## config.mk

```make
export PLATFORM = sky130hd
export DESIGN_NAME = option_byte_config_decode
export DESIGN_NICKNAME = d
export VERILOG_FILES = /design/src/option_cfg_pkg.sv /design/src/option_store_if.sv /design/src/option_store.sv /design/src/option_byte_config_decode.sv
export SDC_FILE = /design/constraint.sdc
export NUM_CORES = 1
export LEC_CHECK = 0
export ABC_AREA = 1
export ABC_CLOCK_PERIOD_IN_PS = 12700
export BUFFER_PORTS_ARGS = -buffer_cell sky130_fd_sc_hd__buf_2
export CORE_MARGIN = 2
export CORE_UTILIZATION = 56
export CTS_CLUSTER_DIAMETER = 150
export CTS_CLUSTER_SIZE = 14
export DETAILED_ROUTE_END_ITERATION = 8
export PLACE_DENSITY = 0.85
export SLEW_MARGIN = 20
export SYNTH_ARGS = -nofsm -noshare
export SYNTH_HDL_FRONTEND = slang
export SYNTH_HIERARCHICAL = 1
export SYNTH_SLANG_ARGS = --single-unit
```

## constraint.sdc

```tcl
create_clock -name clk -period 12.7 [get_ports clk]
set_input_delay 2.54 -clock clk [delete_from_list [all_inputs] [get_ports clk]]
set_output_delay 2.54 -clock clk [all_outputs]
set_load 0.01 [all_outputs]
```

## src/option_cfg_pkg.sv

```systemverilog
// Package with option byte layout, reset values and program memory map constants.
package option_cfg_pkg;

	// Width of the combined option word.
	localparam int OPT_W = 16;
	// Value held by an unconfigured part.
	localparam logic [15:0] OPT_BLANK = 16'h0000;
	// Mask of positions that may be written; reserved positions are excluded.
	localparam logic [15:0] OPT_WRITABLE = 16'h03cf;
	// Field positions within the option word.
	localparam int POS_STOP_WDG = 9;
	localparam int POS_BROWNOUT = 8;
	localparam int POS_READ_LOCK = 7;
	localparam int POS_CLK_SRC = 6;
	localparam int POS_NMI_PULL = 3;
	localparam int POS_CNT_PULL = 2;
	localparam int POS_HW_WDG = 1;
	localparam int POS_CLK_GUARD = 0;
	// Program memory vector and code space addresses.
	localparam logic [11:0] ADDR_RESET_VEC = 12'hffe;
	localparam logic [11:0] ADDR_NMI_VEC = 12'hffc;
	localparam logic [11:0] ADDR_IRQ_VEC_LO = 12'hff0;
	localparam logic [11:0] ADDR_IRQ_VEC_HI = 12'hff7;
	localparam logic [11:0] ADDR_RSVD_VEC_LO = 12'hff8;
	localparam logic [11:0] ADDR_RSVD_VEC_HI = 12'hffb;
	localparam logic [11:0] ADDR_USER_END = 12'hf9f;
	localparam logic [11:0] ADDR_USER_START_SMALL = 12'h880;
	localparam logic [11:0] ADDR_USER_START_LARGE = 12'h080;
	// Register offsets on the Avalon slave (word indices; byte address is four times).
	localparam logic [1:0] REG_CONFIG = 2'h0;
	localparam logic [1:0] REG_MEMMAP = 2'h1;
	// Value returned for unmapped or hidden reads.
	localparam logic [31:0] READ_ZERO = 32'h0000_0000;

	// Sequencer states.
	typedef enum logic [1:0] {
		ST_RESET = 2'b00,
		ST_LOAD = 2'b01,
		ST_RUN = 2'b10
	} phase_e;

endpackage : option_cfg_pkg

```

## src/option_store_if.sv

```systemverilog
// Interface carrying the option store write port and its stored word.
`timescale 1ns/1ps
interface option_store_if;
	// Write strobe from the programming port.
	logic wr;
	// Word offered for programming.
	logic [15:0] wr_data;
	// Current stored word.
	logic [15:0] word;
	// Pulse when a write came while any writable bit was already programmed.
	logic refused;

	modport ctrl (output wr, output wr_data, input word, input refused);
	modport store (input wr, input wr_data, output word, output refused);
endinterface : option_store_if

```

## src/option_store.sv

```systemverilog
// One-time-programmable option word store: bits only go from zero to one, once.
`timescale 1ns/1ps
module option_store (
	// Clock, enable and reset.
	input wire logic clk,
	input wire logic ce,
	input wire logic rst_n,
	// Programming state of the cell array, held outside any reset.
	input wire logic [15:0] cells,
	// Store port.
	option_store_if.store sp
);

	// Programmed image; the cells are nonvolatile so they are loaded after reset.
	logic [15:0] word;
	// Refusal flag for the last write.
	logic refused;

	// Load on the first enabled cycle, then accept a write only while every writable bit is blank.
	logic loaded;
	always_ff @(posedge clk or negedge rst_n) begin
		if (!rst_n) begin
			word <= option_cfg_pkg::OPT_BLANK; // RULE3
			loaded <= 1'b0;
			refused <= 1'b0;
		end else if (ce) begin
			refused <= 1'b0;
			if (!loaded) begin
				word <= cells;
				loaded <= 1'b1;
			end else if (sp.wr) begin
				// Once any writable bit is programmed the word is locked; every further write is refused.
				if ((word & option_cfg_pkg::OPT_WRITABLE) != 16'h0000) begin
					refused <= 1'b1; // RULE2
				end else begin
					word <= sp.wr_data & option_cfg_pkg::OPT_WRITABLE; // RULE2
				end
			end
		end
	end

	assign sp.word = word;
	assign sp.refused = refused;

endmodule : option_store

```

## src/option_byte_config_decode.sv

```systemverilog
// Top of the option byte holder and decoder with programming port and status registers.
//
// Overview of operation
// RULE1 - Option bytes have no software address.
// RULE2 - Each option bit programs once only.
// RULE3 - Blank part holds all-zero option bytes.
// RULE4 - Programmer writes zero in reserved bits.
// RULE5 - Stop with watchdog needs bit and NMI high.
// RULE6 - Brown-out detector follows its bit.
// RULE7 - Readout lock blocks external program reads.
// RULE8 - Clock source bit picks crystal or RC.
// RULE9 - NMI pin pull-up follows its bit.
// RULE10 - Counter input pull-up follows its bit.
// RULE11 - Watchdog bit selects hardware or software watchdog.
// RULE12 - Lowest bit enables the clock guard.
// RULE13 - Mask-coded parts: fixed, unreadable configuration.
// RULE14 - Reset vector at top two bytes.
// RULE15 - NMI vector just below reset vector.
// RULE16 - Interrupt vector table; reserved gaps around.
// RULE17 - User code bounds per memory variant.
// RULE18 - Options sampled at reset, held constant.
`timescale 1ns/1ps
// The option word comes from the cells once after reset and is then frozen.
// Software sees decoded settings only; the raw word is for the programmer.
// A fresh burn therefore takes effect at the next reset.
// The programming pins, data word included, and the NMI pin are filtered before use.
module option_byte_config_decode #(
	// One selects the factory mask-coded variant.
	parameter bit MASK_CODED = 1'b0,
	// Option word fixed by the mask in coded parts.
	parameter logic [15:0] MASK_WORD = 16'h0000,
	// One selects the larger program memory variant.
	parameter bit LARGE_MEMORY = 1'b0
) (
	// Clock, enable and reset.
	input wire logic clk,
	input wire logic ce,
	input wire logic rst_n,
	// Programming mode and option write port, from the programming pins.
	input wire logic prog_mode,
	input wire logic prog_wr,
	input wire logic [15:0] prog_wr_data,
	output logic [15:0] prog_rd_data,
	output logic prog_refused,
	// Nonvolatile cell state seen by the option store.
	input wire logic [15:0] option_cells,
	// Live state used for stop permission.
	input wire logic nmi_pin,
	input wire logic watchdog_running,
	// Program memory access checks.
	input wire logic [11:0] fetch_addr,
	input wire logic ext_read_req,
	output logic ext_read_grant,
	output logic addr_is_user_code,
	output logic addr_is_irq_vector,
	output logic addr_is_reserved,
	// Decoded configuration outputs.
	output logic stop_with_watchdog_allow,
	output logic stop_allowed,
	output logic brownout_detect_enable,
	output logic readout_lock,
	output logic clock_source_type_select,
	output logic nmi_pin_pullup_enable,
	output logic counter_input_pin_pullup_enable,
	output logic hardware_watchdog_select,
	output logic clock_guard_enable,
	output logic [11:0] reset_vector_addr,
	output logic [11:0] nmi_vector_addr,
	// Avalon-MM slave.
	input wire logic [3:0] avs_address,
	input wire logic avs_read,
	input wire logic avs_write,
	input wire logic [31:0] avs_writedata,
	output logic [31:0] avs_readdata,
	output logic avs_waitrequest
);

	// Synchronised reset for the rest of the design.
	// First stage of the release chain.
	logic rst_meta;
	// Second stage; all other logic resets on it.
	logic rst_sync_n;

	// Pin synchronisers, three stages each.
	// Programming mode stages.
	logic [2:0] prog_mode_sync;
	// Write strobe stages.
	logic [2:0] prog_wr_sync;
	// Interrupt pin stages.
	logic [2:0] nmi_sync;
	// Write data stages, one word each.
	logic [2:0][15:0] prog_data_sync;

	// Filtered pin levels.
	// Programming mode level.
	logic prog_mode_q;
	// Write strobe level.
	logic prog_wr_q;
	// Interrupt pin level.
	logic nmi_q;
	// Write data word.
	logic [15:0] prog_data_q;

	// Previous filtered write level for edge detection.
	logic prog_wr_prev;

	// Option word latched at reset release and then frozen.
	logic [15:0] cfg;

	// Sequencer state.
	option_cfg_pkg::phase_e phase;
	// Next sequencer state.
	option_cfg_pkg::phase_e next_phase;

	// Bus answer pending flag.
	logic bus_ack;

	// Store connection.
	option_store_if sp_if ();

	// Returns one when an address lies in the inclusive range.
	// Both bounds belong to the range.
	function automatic logic in_range(input logic [11:0] a, input logic [11:0] lo, input logic [11:0] hi);
		in_range = (a >= lo) && (a <= hi);
	endfunction : in_range

	// Two-flop release of the asynchronous reset.
	always_ff @(posedge clk or negedge rst_n) begin
		if (!rst_n) begin
			// Assert at once, without the clock.
			rst_meta <= 1'b0;
			rst_sync_n <= 1'b0;
		end else begin
			// Release ripples through two edges.
			rst_meta <= 1'b1;
			rst_sync_n <= rst_meta;
		end
	end

	// Pin synchronisers; a level counts once stages two and three agree.
	always_ff @(posedge clk or negedge rst_sync_n) begin
		if (!rst_sync_n) begin
			prog_mode_sync <= 3'h0;
			prog_wr_sync <= 3'h0;
			nmi_sync <= 3'h0;
			prog_data_sync <= '0;
			// Pins read as idle until the stages fill.
			prog_mode_q <= 1'b0;
			prog_wr_q <= 1'b0;
			nmi_q <= 1'b0;
			prog_data_q <= 16'h0000;
		end else if (ce) begin
			prog_mode_sync <= {prog_mode_sync[1:0], prog_mode};
			prog_wr_sync <= {prog_wr_sync[1:0], prog_wr};
			nmi_sync <= {nmi_sync[1:0], nmi_pin};
			prog_data_sync <= {prog_data_sync[1:0], prog_wr_data};
			// Each filtered level updates only when the later two stages agree.
			if (prog_mode_sync[1] == prog_mode_sync[2]) begin
				prog_mode_q <= prog_mode_sync[2];
			end
			if (prog_wr_sync[1] == prog_wr_sync[2]) begin
				prog_wr_q <= prog_wr_sync[2];
			end
			if (nmi_sync[1] == nmi_sync[2]) begin
				nmi_q <= nmi_sync[2];
			end
			// Data move with the strobe, so the word is settled when it is taken.
			if (prog_data_sync[1] == prog_data_sync[2]) begin
				prog_data_q <= prog_data_sync[2];
			end
		end
	end

	// Remembers the filtered write level to find its rising edge.
	always_ff @(posedge clk or negedge rst_sync_n) begin
		if (!rst_sync_n) begin
			// Idle low, like the pin, so no false edge follows reset.
			prog_wr_prev <= 1'b0;
		end else if (ce) begin
			// One cycle behind the filtered level.
			prog_wr_prev <= prog_wr_q;
		end
	end

	// Writes reach the store only in programming mode and never in mask-coded parts.
	assign sp_if.wr = prog_mode_q && prog_wr_q && !prog_wr_prev && !MASK_CODED; // RULE1 RULE13
	// Reserved positions are dropped; the programmer must keep them zero anyway.
	assign sp_if.wr_data = prog_data_q & option_cfg_pkg::OPT_WRITABLE; // RULE4

	// One-time-programmable store.
	// It resets on the synchronised copy as well.
	option_store u_store (
		.clk(clk),
		.ce(ce),
		.rst_n(rst_sync_n),
		.cells(option_cells),
		.sp(sp_if.store)
	);

	// Sequencer: wait out the store load, sample once, then run.
	always_comb begin
		next_phase = phase;
		// One step per enabled edge, then rest.
		case (phase)
			option_cfg_pkg::ST_RESET: next_phase = option_cfg_pkg::ST_LOAD;
			// The store is loaded by now.
			option_cfg_pkg::ST_LOAD: next_phase = option_cfg_pkg::ST_RUN;
			option_cfg_pkg::ST_RUN: next_phase = option_cfg_pkg::ST_RUN;
			// An unused code restarts the load.
			default: next_phase = option_cfg_pkg::ST_RESET;
		endcase
	end

	// State register.
	always_ff @(posedge clk or negedge rst_sync_n) begin
		if (!rst_sync_n) begin
			// Start over on every reset.
			phase <= option_cfg_pkg::ST_RESET;
		end else if (ce) begin
			// Advance only while enabled.
			phase <= next_phase;
		end
	end

	// Configuration is captured once after reset and held until the next reset.
	always_ff @(posedge clk or negedge rst_sync_n) begin
		if (!rst_sync_n) begin
			// Blank until the load step.
			cfg <= option_cfg_pkg::OPT_BLANK; // RULE3
		end else if (ce && phase == option_cfg_pkg::ST_LOAD) begin
			// Coded parts ignore the cells.
			cfg <= MASK_CODED ? MASK_WORD : sp_if.word; // RULE18 RULE13
		end
	end

	// Programming port read-back; hidden outside programming mode and in coded parts.
	always_ff @(posedge clk or negedge rst_sync_n) begin
		if (!rst_sync_n) begin
			prog_rd_data <= 16'h0000;
			prog_refused <= 1'b0;
			// Nothing shows while in reset.
		end else if (ce) begin
			// Read-back trails the store by a cycle.
			prog_rd_data <= (prog_mode_q && !MASK_CODED) ? sp_if.word : 16'h0000; // RULE1 RULE13
			prog_refused <= sp_if.refused; // RULE2
		end
	end

	// Decoded static configuration outputs and stop permission, registered.
	always_ff @(posedge clk or negedge rst_sync_n) begin
		if (!rst_sync_n) begin
			stop_with_watchdog_allow <= 1'b0;
			stop_allowed <= 1'b0;
			brownout_detect_enable <= 1'b0;
			readout_lock <= 1'b0;
			clock_source_type_select <= 1'b0;
			nmi_pin_pullup_enable <= 1'b0;
			counter_input_pin_pullup_enable <= 1'b0;
			hardware_watchdog_select <= 1'b0;
			clock_guard_enable <= 1'b0;
			// Every feature off while in reset.
		end else if (ce) begin
			// Each output except stop_allowed mirrors one frozen bit.
			stop_with_watchdog_allow <= cfg[option_cfg_pkg::POS_STOP_WDG]; // RULE5
			// Stop is free with the watchdog idle, else needs the bit and NMI high.
			stop_allowed <= !watchdog_running || (cfg[option_cfg_pkg::POS_STOP_WDG] && nmi_q); // RULE5
			brownout_detect_enable <= cfg[option_cfg_pkg::POS_BROWNOUT]; // RULE6
			readout_lock <= cfg[option_cfg_pkg::POS_READ_LOCK]; // RULE7
			clock_source_type_select <= cfg[option_cfg_pkg::POS_CLK_SRC]; // RULE8
			nmi_pin_pullup_enable <= cfg[option_cfg_pkg::POS_NMI_PULL]; // RULE9
			counter_input_pin_pullup_enable <= cfg[option_cfg_pkg::POS_CNT_PULL]; // RULE10
			hardware_watchdog_select <= cfg[option_cfg_pkg::POS_HW_WDG]; // RULE11
			clock_guard_enable <= cfg[option_cfg_pkg::POS_CLK_GUARD]; // RULE12
		end
	end

	// External program reads pass only while the lock is clear.
	// Combinational, so a blocked read never gets a cycle.
	assign ext_read_grant = ext_read_req && !readout_lock; // RULE7

	// Vector addresses are fixed at the top of program memory.
	// They never depend on the option word.
	assign reset_vector_addr = option_cfg_pkg::ADDR_RESET_VEC; // RULE14
	assign nmi_vector_addr = option_cfg_pkg::ADDR_NMI_VEC; // RULE15

	// Program memory region classification.
	always_ff @(posedge clk or negedge rst_sync_n) begin
		if (!rst_sync_n) begin
			addr_is_user_code <= 1'b0;
			addr_is_irq_vector <= 1'b0;
			addr_is_reserved <= 1'b0;
		end else if (ce) begin
			// Flags lag the address by one cycle.
			// Interrupt vector table.
			addr_is_irq_vector <= in_range(fetch_addr, option_cfg_pkg::ADDR_IRQ_VEC_LO,
				option_cfg_pkg::ADDR_IRQ_VEC_HI); // RULE16
			// User code span of this variant.
			addr_is_user_code <= in_range(fetch_addr,
				LARGE_MEMORY ? option_cfg_pkg::ADDR_USER_START_LARGE : option_cfg_pkg::ADDR_USER_START_SMALL,
				option_cfg_pkg::ADDR_USER_END); // RULE17
			// Reserved: below user start, between user end and the table, and the gap above it.
			addr_is_reserved <= (fetch_addr < (LARGE_MEMORY ? option_cfg_pkg::ADDR_USER_START_LARGE
				: option_cfg_pkg::ADDR_USER_START_SMALL))
				|| in_range(fetch_addr, option_cfg_pkg::ADDR_USER_END + 12'h001,
				option_cfg_pkg::ADDR_IRQ_VEC_LO - 12'h001)
				|| in_range(fetch_addr, option_cfg_pkg::ADDR_RSVD_VEC_LO,
				option_cfg_pkg::ADDR_RSVD_VEC_HI); // RULE16 RULE17
		end
	end

	// Bus answer: every access waits one cycle, then completes.
	// Low exactly in the cycle after the request was taken.
	assign avs_waitrequest = (avs_read || avs_write) && !bus_ack;

	// Acknowledge flop, cleared after each completed access.
	always_ff @(posedge clk or negedge rst_sync_n) begin
		if (!rst_sync_n) begin
			// No access is pending after reset.
			bus_ack <= 1'b0;
		end else if (ce) begin
			// Set in the wait cycle, cleared in the answer cycle.
			bus_ack <= (avs_read || avs_write) && !bus_ack;
		end
	end

	// Read data: decoded settings and memory variant; option bytes themselves have no address.
	always_ff @(posedge clk or negedge rst_sync_n) begin
		if (!rst_sync_n) begin
			// Reads zero until the first access.
			avs_readdata <= option_cfg_pkg::READ_ZERO;
		end else if (ce && avs_read && !bus_ack) begin
			// Taken in the wait cycle, so data stand when waitrequest drops.
			if (avs_address[3:2] == option_cfg_pkg::REG_CONFIG && avs_address[1:0] == 2'h0) begin
				avs_readdata <= {22'h000000, phase == option_cfg_pkg::ST_RUN, stop_allowed,
					brownout_detect_enable, readout_lock, clock_source_type_select,
					nmi_pin_pullup_enable, counter_input_pin_pullup_enable,
					hardware_watchdog_select, clock_guard_enable, stop_with_watchdog_allow}; // RULE1
			end else if (avs_address[3:2] == option_cfg_pkg::REG_MEMMAP && avs_address[1:0] == 2'h0) begin
				avs_readdata <= {8'h00, LARGE_MEMORY ? option_cfg_pkg::ADDR_USER_START_LARGE
					: option_cfg_pkg::ADDR_USER_START_SMALL, option_cfg_pkg::ADDR_USER_END};
			end else begin
				// Unmapped or misaligned reads give zero.
				avs_readdata <= option_cfg_pkg::READ_ZERO;
			end
		end
	end

endmodule : option_byte_config_decode

```

==> flow_summary.yaml <==
status:
  status: "finished, final reports clean"
drt:
  wl_per_cell_um: 12.71
  first_pass_iters: 4
  drtIter0Drc: 273
  vias: 4862
  drtAntennaViolNets: 0
  drc: 0
  routed_wl_um: 12430
  via_per_inst: 4.971
timing:
  fmax_mhz: 182.2
  period_share: 0.4323
  tightest_slew_ns: 1.023
  relSlewSlack: 0.3179
  hold_viol: 0
  setup_violations: 0
  period_needed_ns: 5.490
  drv_slew: 0
  rsz0062_at_grt: "no"
  skew_ns: 0.006494
  final.setup.tns_ns: 0
clocking:
  clk_latency_ns: 0.51
  cts_tree: "yes"
  numCtsBuffers: 17
  h-tree-depth: 4
  cts.hold.buffers_added: 0
  cts_setup_buffers: 0
  clock-sinks: 140
  ctsResizeCount: 0
  clockBufferDepth: 2
  cts_root_buf: "clkbuf_8"
  clk_pin_slew_ns: 0.06
synthesis:
  synth-edff-count: 0
  synth_seq_cells: 140
  synth_warnings: 6
  syn_area_sq_um: 6279
  synth_ff_type: "dfrtp_1"
  syn_inst: 734
  yosysSeqAreaShare: 0.5580
  async_reset_ff_frac: 1.000
  ys_types: 29
  avgSynthCellArea_sq_um: 8.554
critical_path:
  cp.arrival_ns: 2.95
  ff2ff_setup_slack_ns: 10.99
  crit_type: "primary input to primary output"
  crit_chain: "buf_2 -> nor2_1 -> nor2_1 -> buf_2"
  reg2reg_depth: 2
  startpoint_type: "primary input"
  critPathRequiredTime_ns: 10.16
  cpMaxStageDelayCell: "buf_2"
  cp_max_fo: 2
  timing.rr.end: "prog_data_q[8]"
  crit_path_max_incr_delay_ns: 0.16
  r2r-start: "rst_sync_n"
  critPathCaptureType: "primary output"
layout:
  syn2layout_area_growth_pct: 17.62
  antenna_cells: 0
  final_nets: 918
  drive_gt1_frac: 0.1921
global_route:
  grt_usage: 0.2241
  grt_remaining_overflow: 0
  grt_first_pass_wirelength_um: 20730
  grt_pass1_vias: 4644
  antenna_found_initial: 0
  grt_max_degree: 100
flow_run:
  drv_cap: 0
power:
  p_total_mw: 1.287
  powerDensity_nw_per_um2: 174.2
  peakVddDrop_uv: 167.7
  power.leakage_nw: 4.063
floorplanning:
  rows: 38
  start_util: 0.5766
  die_area_sq_um: 12070
  design.core.area_sq_um: 10890
  die_h_um: 109.9
  boundaryPins: 177
  die_width_um: 109.9
place:
  io_buffers: 100
  gp_congestion: 0.7918
  dp_hpwl_um: 7914
hold_path:
  hp-class: "flip-flop to asynchronous set/reset pin"
metrics by stage:
stage                     area (sq um)  setup WS [ns]  hold WS, ns  cells  utilization
after floorplan                   6432          7.407       0.3312    775            -
after global placement            6663          7.222       0.3365    945       0.6119
after detailed placement          6663          7.211       0.3442    945       0.6119
after CTS                         7365          7.207       0.3615    977       0.6764
after global routing              7385          7.171       0.3391    978       0.6782
final                             7385          7.210       0.2929    978       0.6782
metal layers:
metal / global-route usage / vias to the layer above / share of wire
li1: - / 2399 / -
met1: 0.2595 / 2309 / 0.42
met2: 0.3891 / 131 / 0.50
met3: 0.06046 / 23 / 0.056
met4: 0.09765 / 0 / 0.021
met5: 0 / - / 0
logic make-up (layout without fill, tap and decap cells):
family                     count (synthesis)  count (layout)  synth area share
other                                      2              43          0.001196
DFF                                      140             140            0.5580
AOI/OAI and AO/OA                         93              93           0.07792
adders and majority gates                  3               3          0.005979
and+or+nand+nor                          367             367            0.2477
buffers and inverters                    128             191            0.1078
xor gates and xnor gates                   1               1          0.001395
registers in the layout (all words and copies together) (netlist names), 2 cells and up:
| signal | cells |
|---|---|
| prog_data_q | 8 |
| prog_data_sync | 48 |
| prog_rd_data | 16 |
| phase | 2 |
| prog_wr_sync | 3 |
| avs_readdata | 11 |
| cfg | 8 |
| u_store/sp.word | 16 |
| nmi_sync | 3 |
| prog_mode_sync | 3 |
worst max-delay path, delay by kind of cell:
family / cells / cell delay, ns
AND/OR/NAND/NOR: 2 / 0.15
buffers and inverters: 2 / 0.26
power by group:
part	internal, mW	switching [mW]
sequential	0.504	0.0426
clock	0.403	0.180
combinational	0.0572	0.0992
total	0.965	0.322
synth_stat cells (3+ instances only):
master    count  area, sq um
ha_1          3        37.54
nor2_4        3        33.78
o31ai_1       4        30.03
clkbuf_1     17        63.81
inv_2         6        22.52
inv_1        49        183.9
buf_4        46        345.3
buf_2         7        35.03
nand3_2      10        100.1
nand4_1       9        56.30
nand2_1     291         1092
nand3_1      18        90.09
nor2_1       29        108.9
o21ai_0      84        420.4
dfrtp_1     140         3503
area by class of cell:
| class | count | area, sq um |
|---|---|---|
| Clock buffer | 20 | 435.4 |
| Clock inverter | 12 | 266.5 |
| Fill cell | 858 | 3503 |
| Inverter | 56 | 210.2 |
| Multi-Input combinational cell | 507 | 2252 |
| Sequential cell | 140 | 3507 |
| Tap cell | 140 | 175.2 |
| Timing Repair Buffer | 103 | 538.0 |
worst max-delay path by stage:
stage	from	endpoint	slack (ns)	cells past startpoint
floorplan	avs_read	avs_waitrequest	7.41	2
global placement	avs_read	avs_waitrequest	7.22	4
finish	avs_read	avs_waitrequest	7.21	4
global route	avs_read	avs_waitrequest	7.17	4
detailed placement	avs_read	avs_waitrequest	7.21	4
CTS	avs_read	avs_waitrequest	7.21	4
cell usage in the layout, fill, tap and decap left out, types with 10 or more instances in the layout:
master,n
nand2_1,291
dfrtp_1,139
nor2_1,29
conb_1,43
buf_2,99
clkbuf_16,16
nand3_1,18
o21ai_0,84
nand3_2,10
inv_1,49
Note: power is estimated with default switching activity, not from simulation.
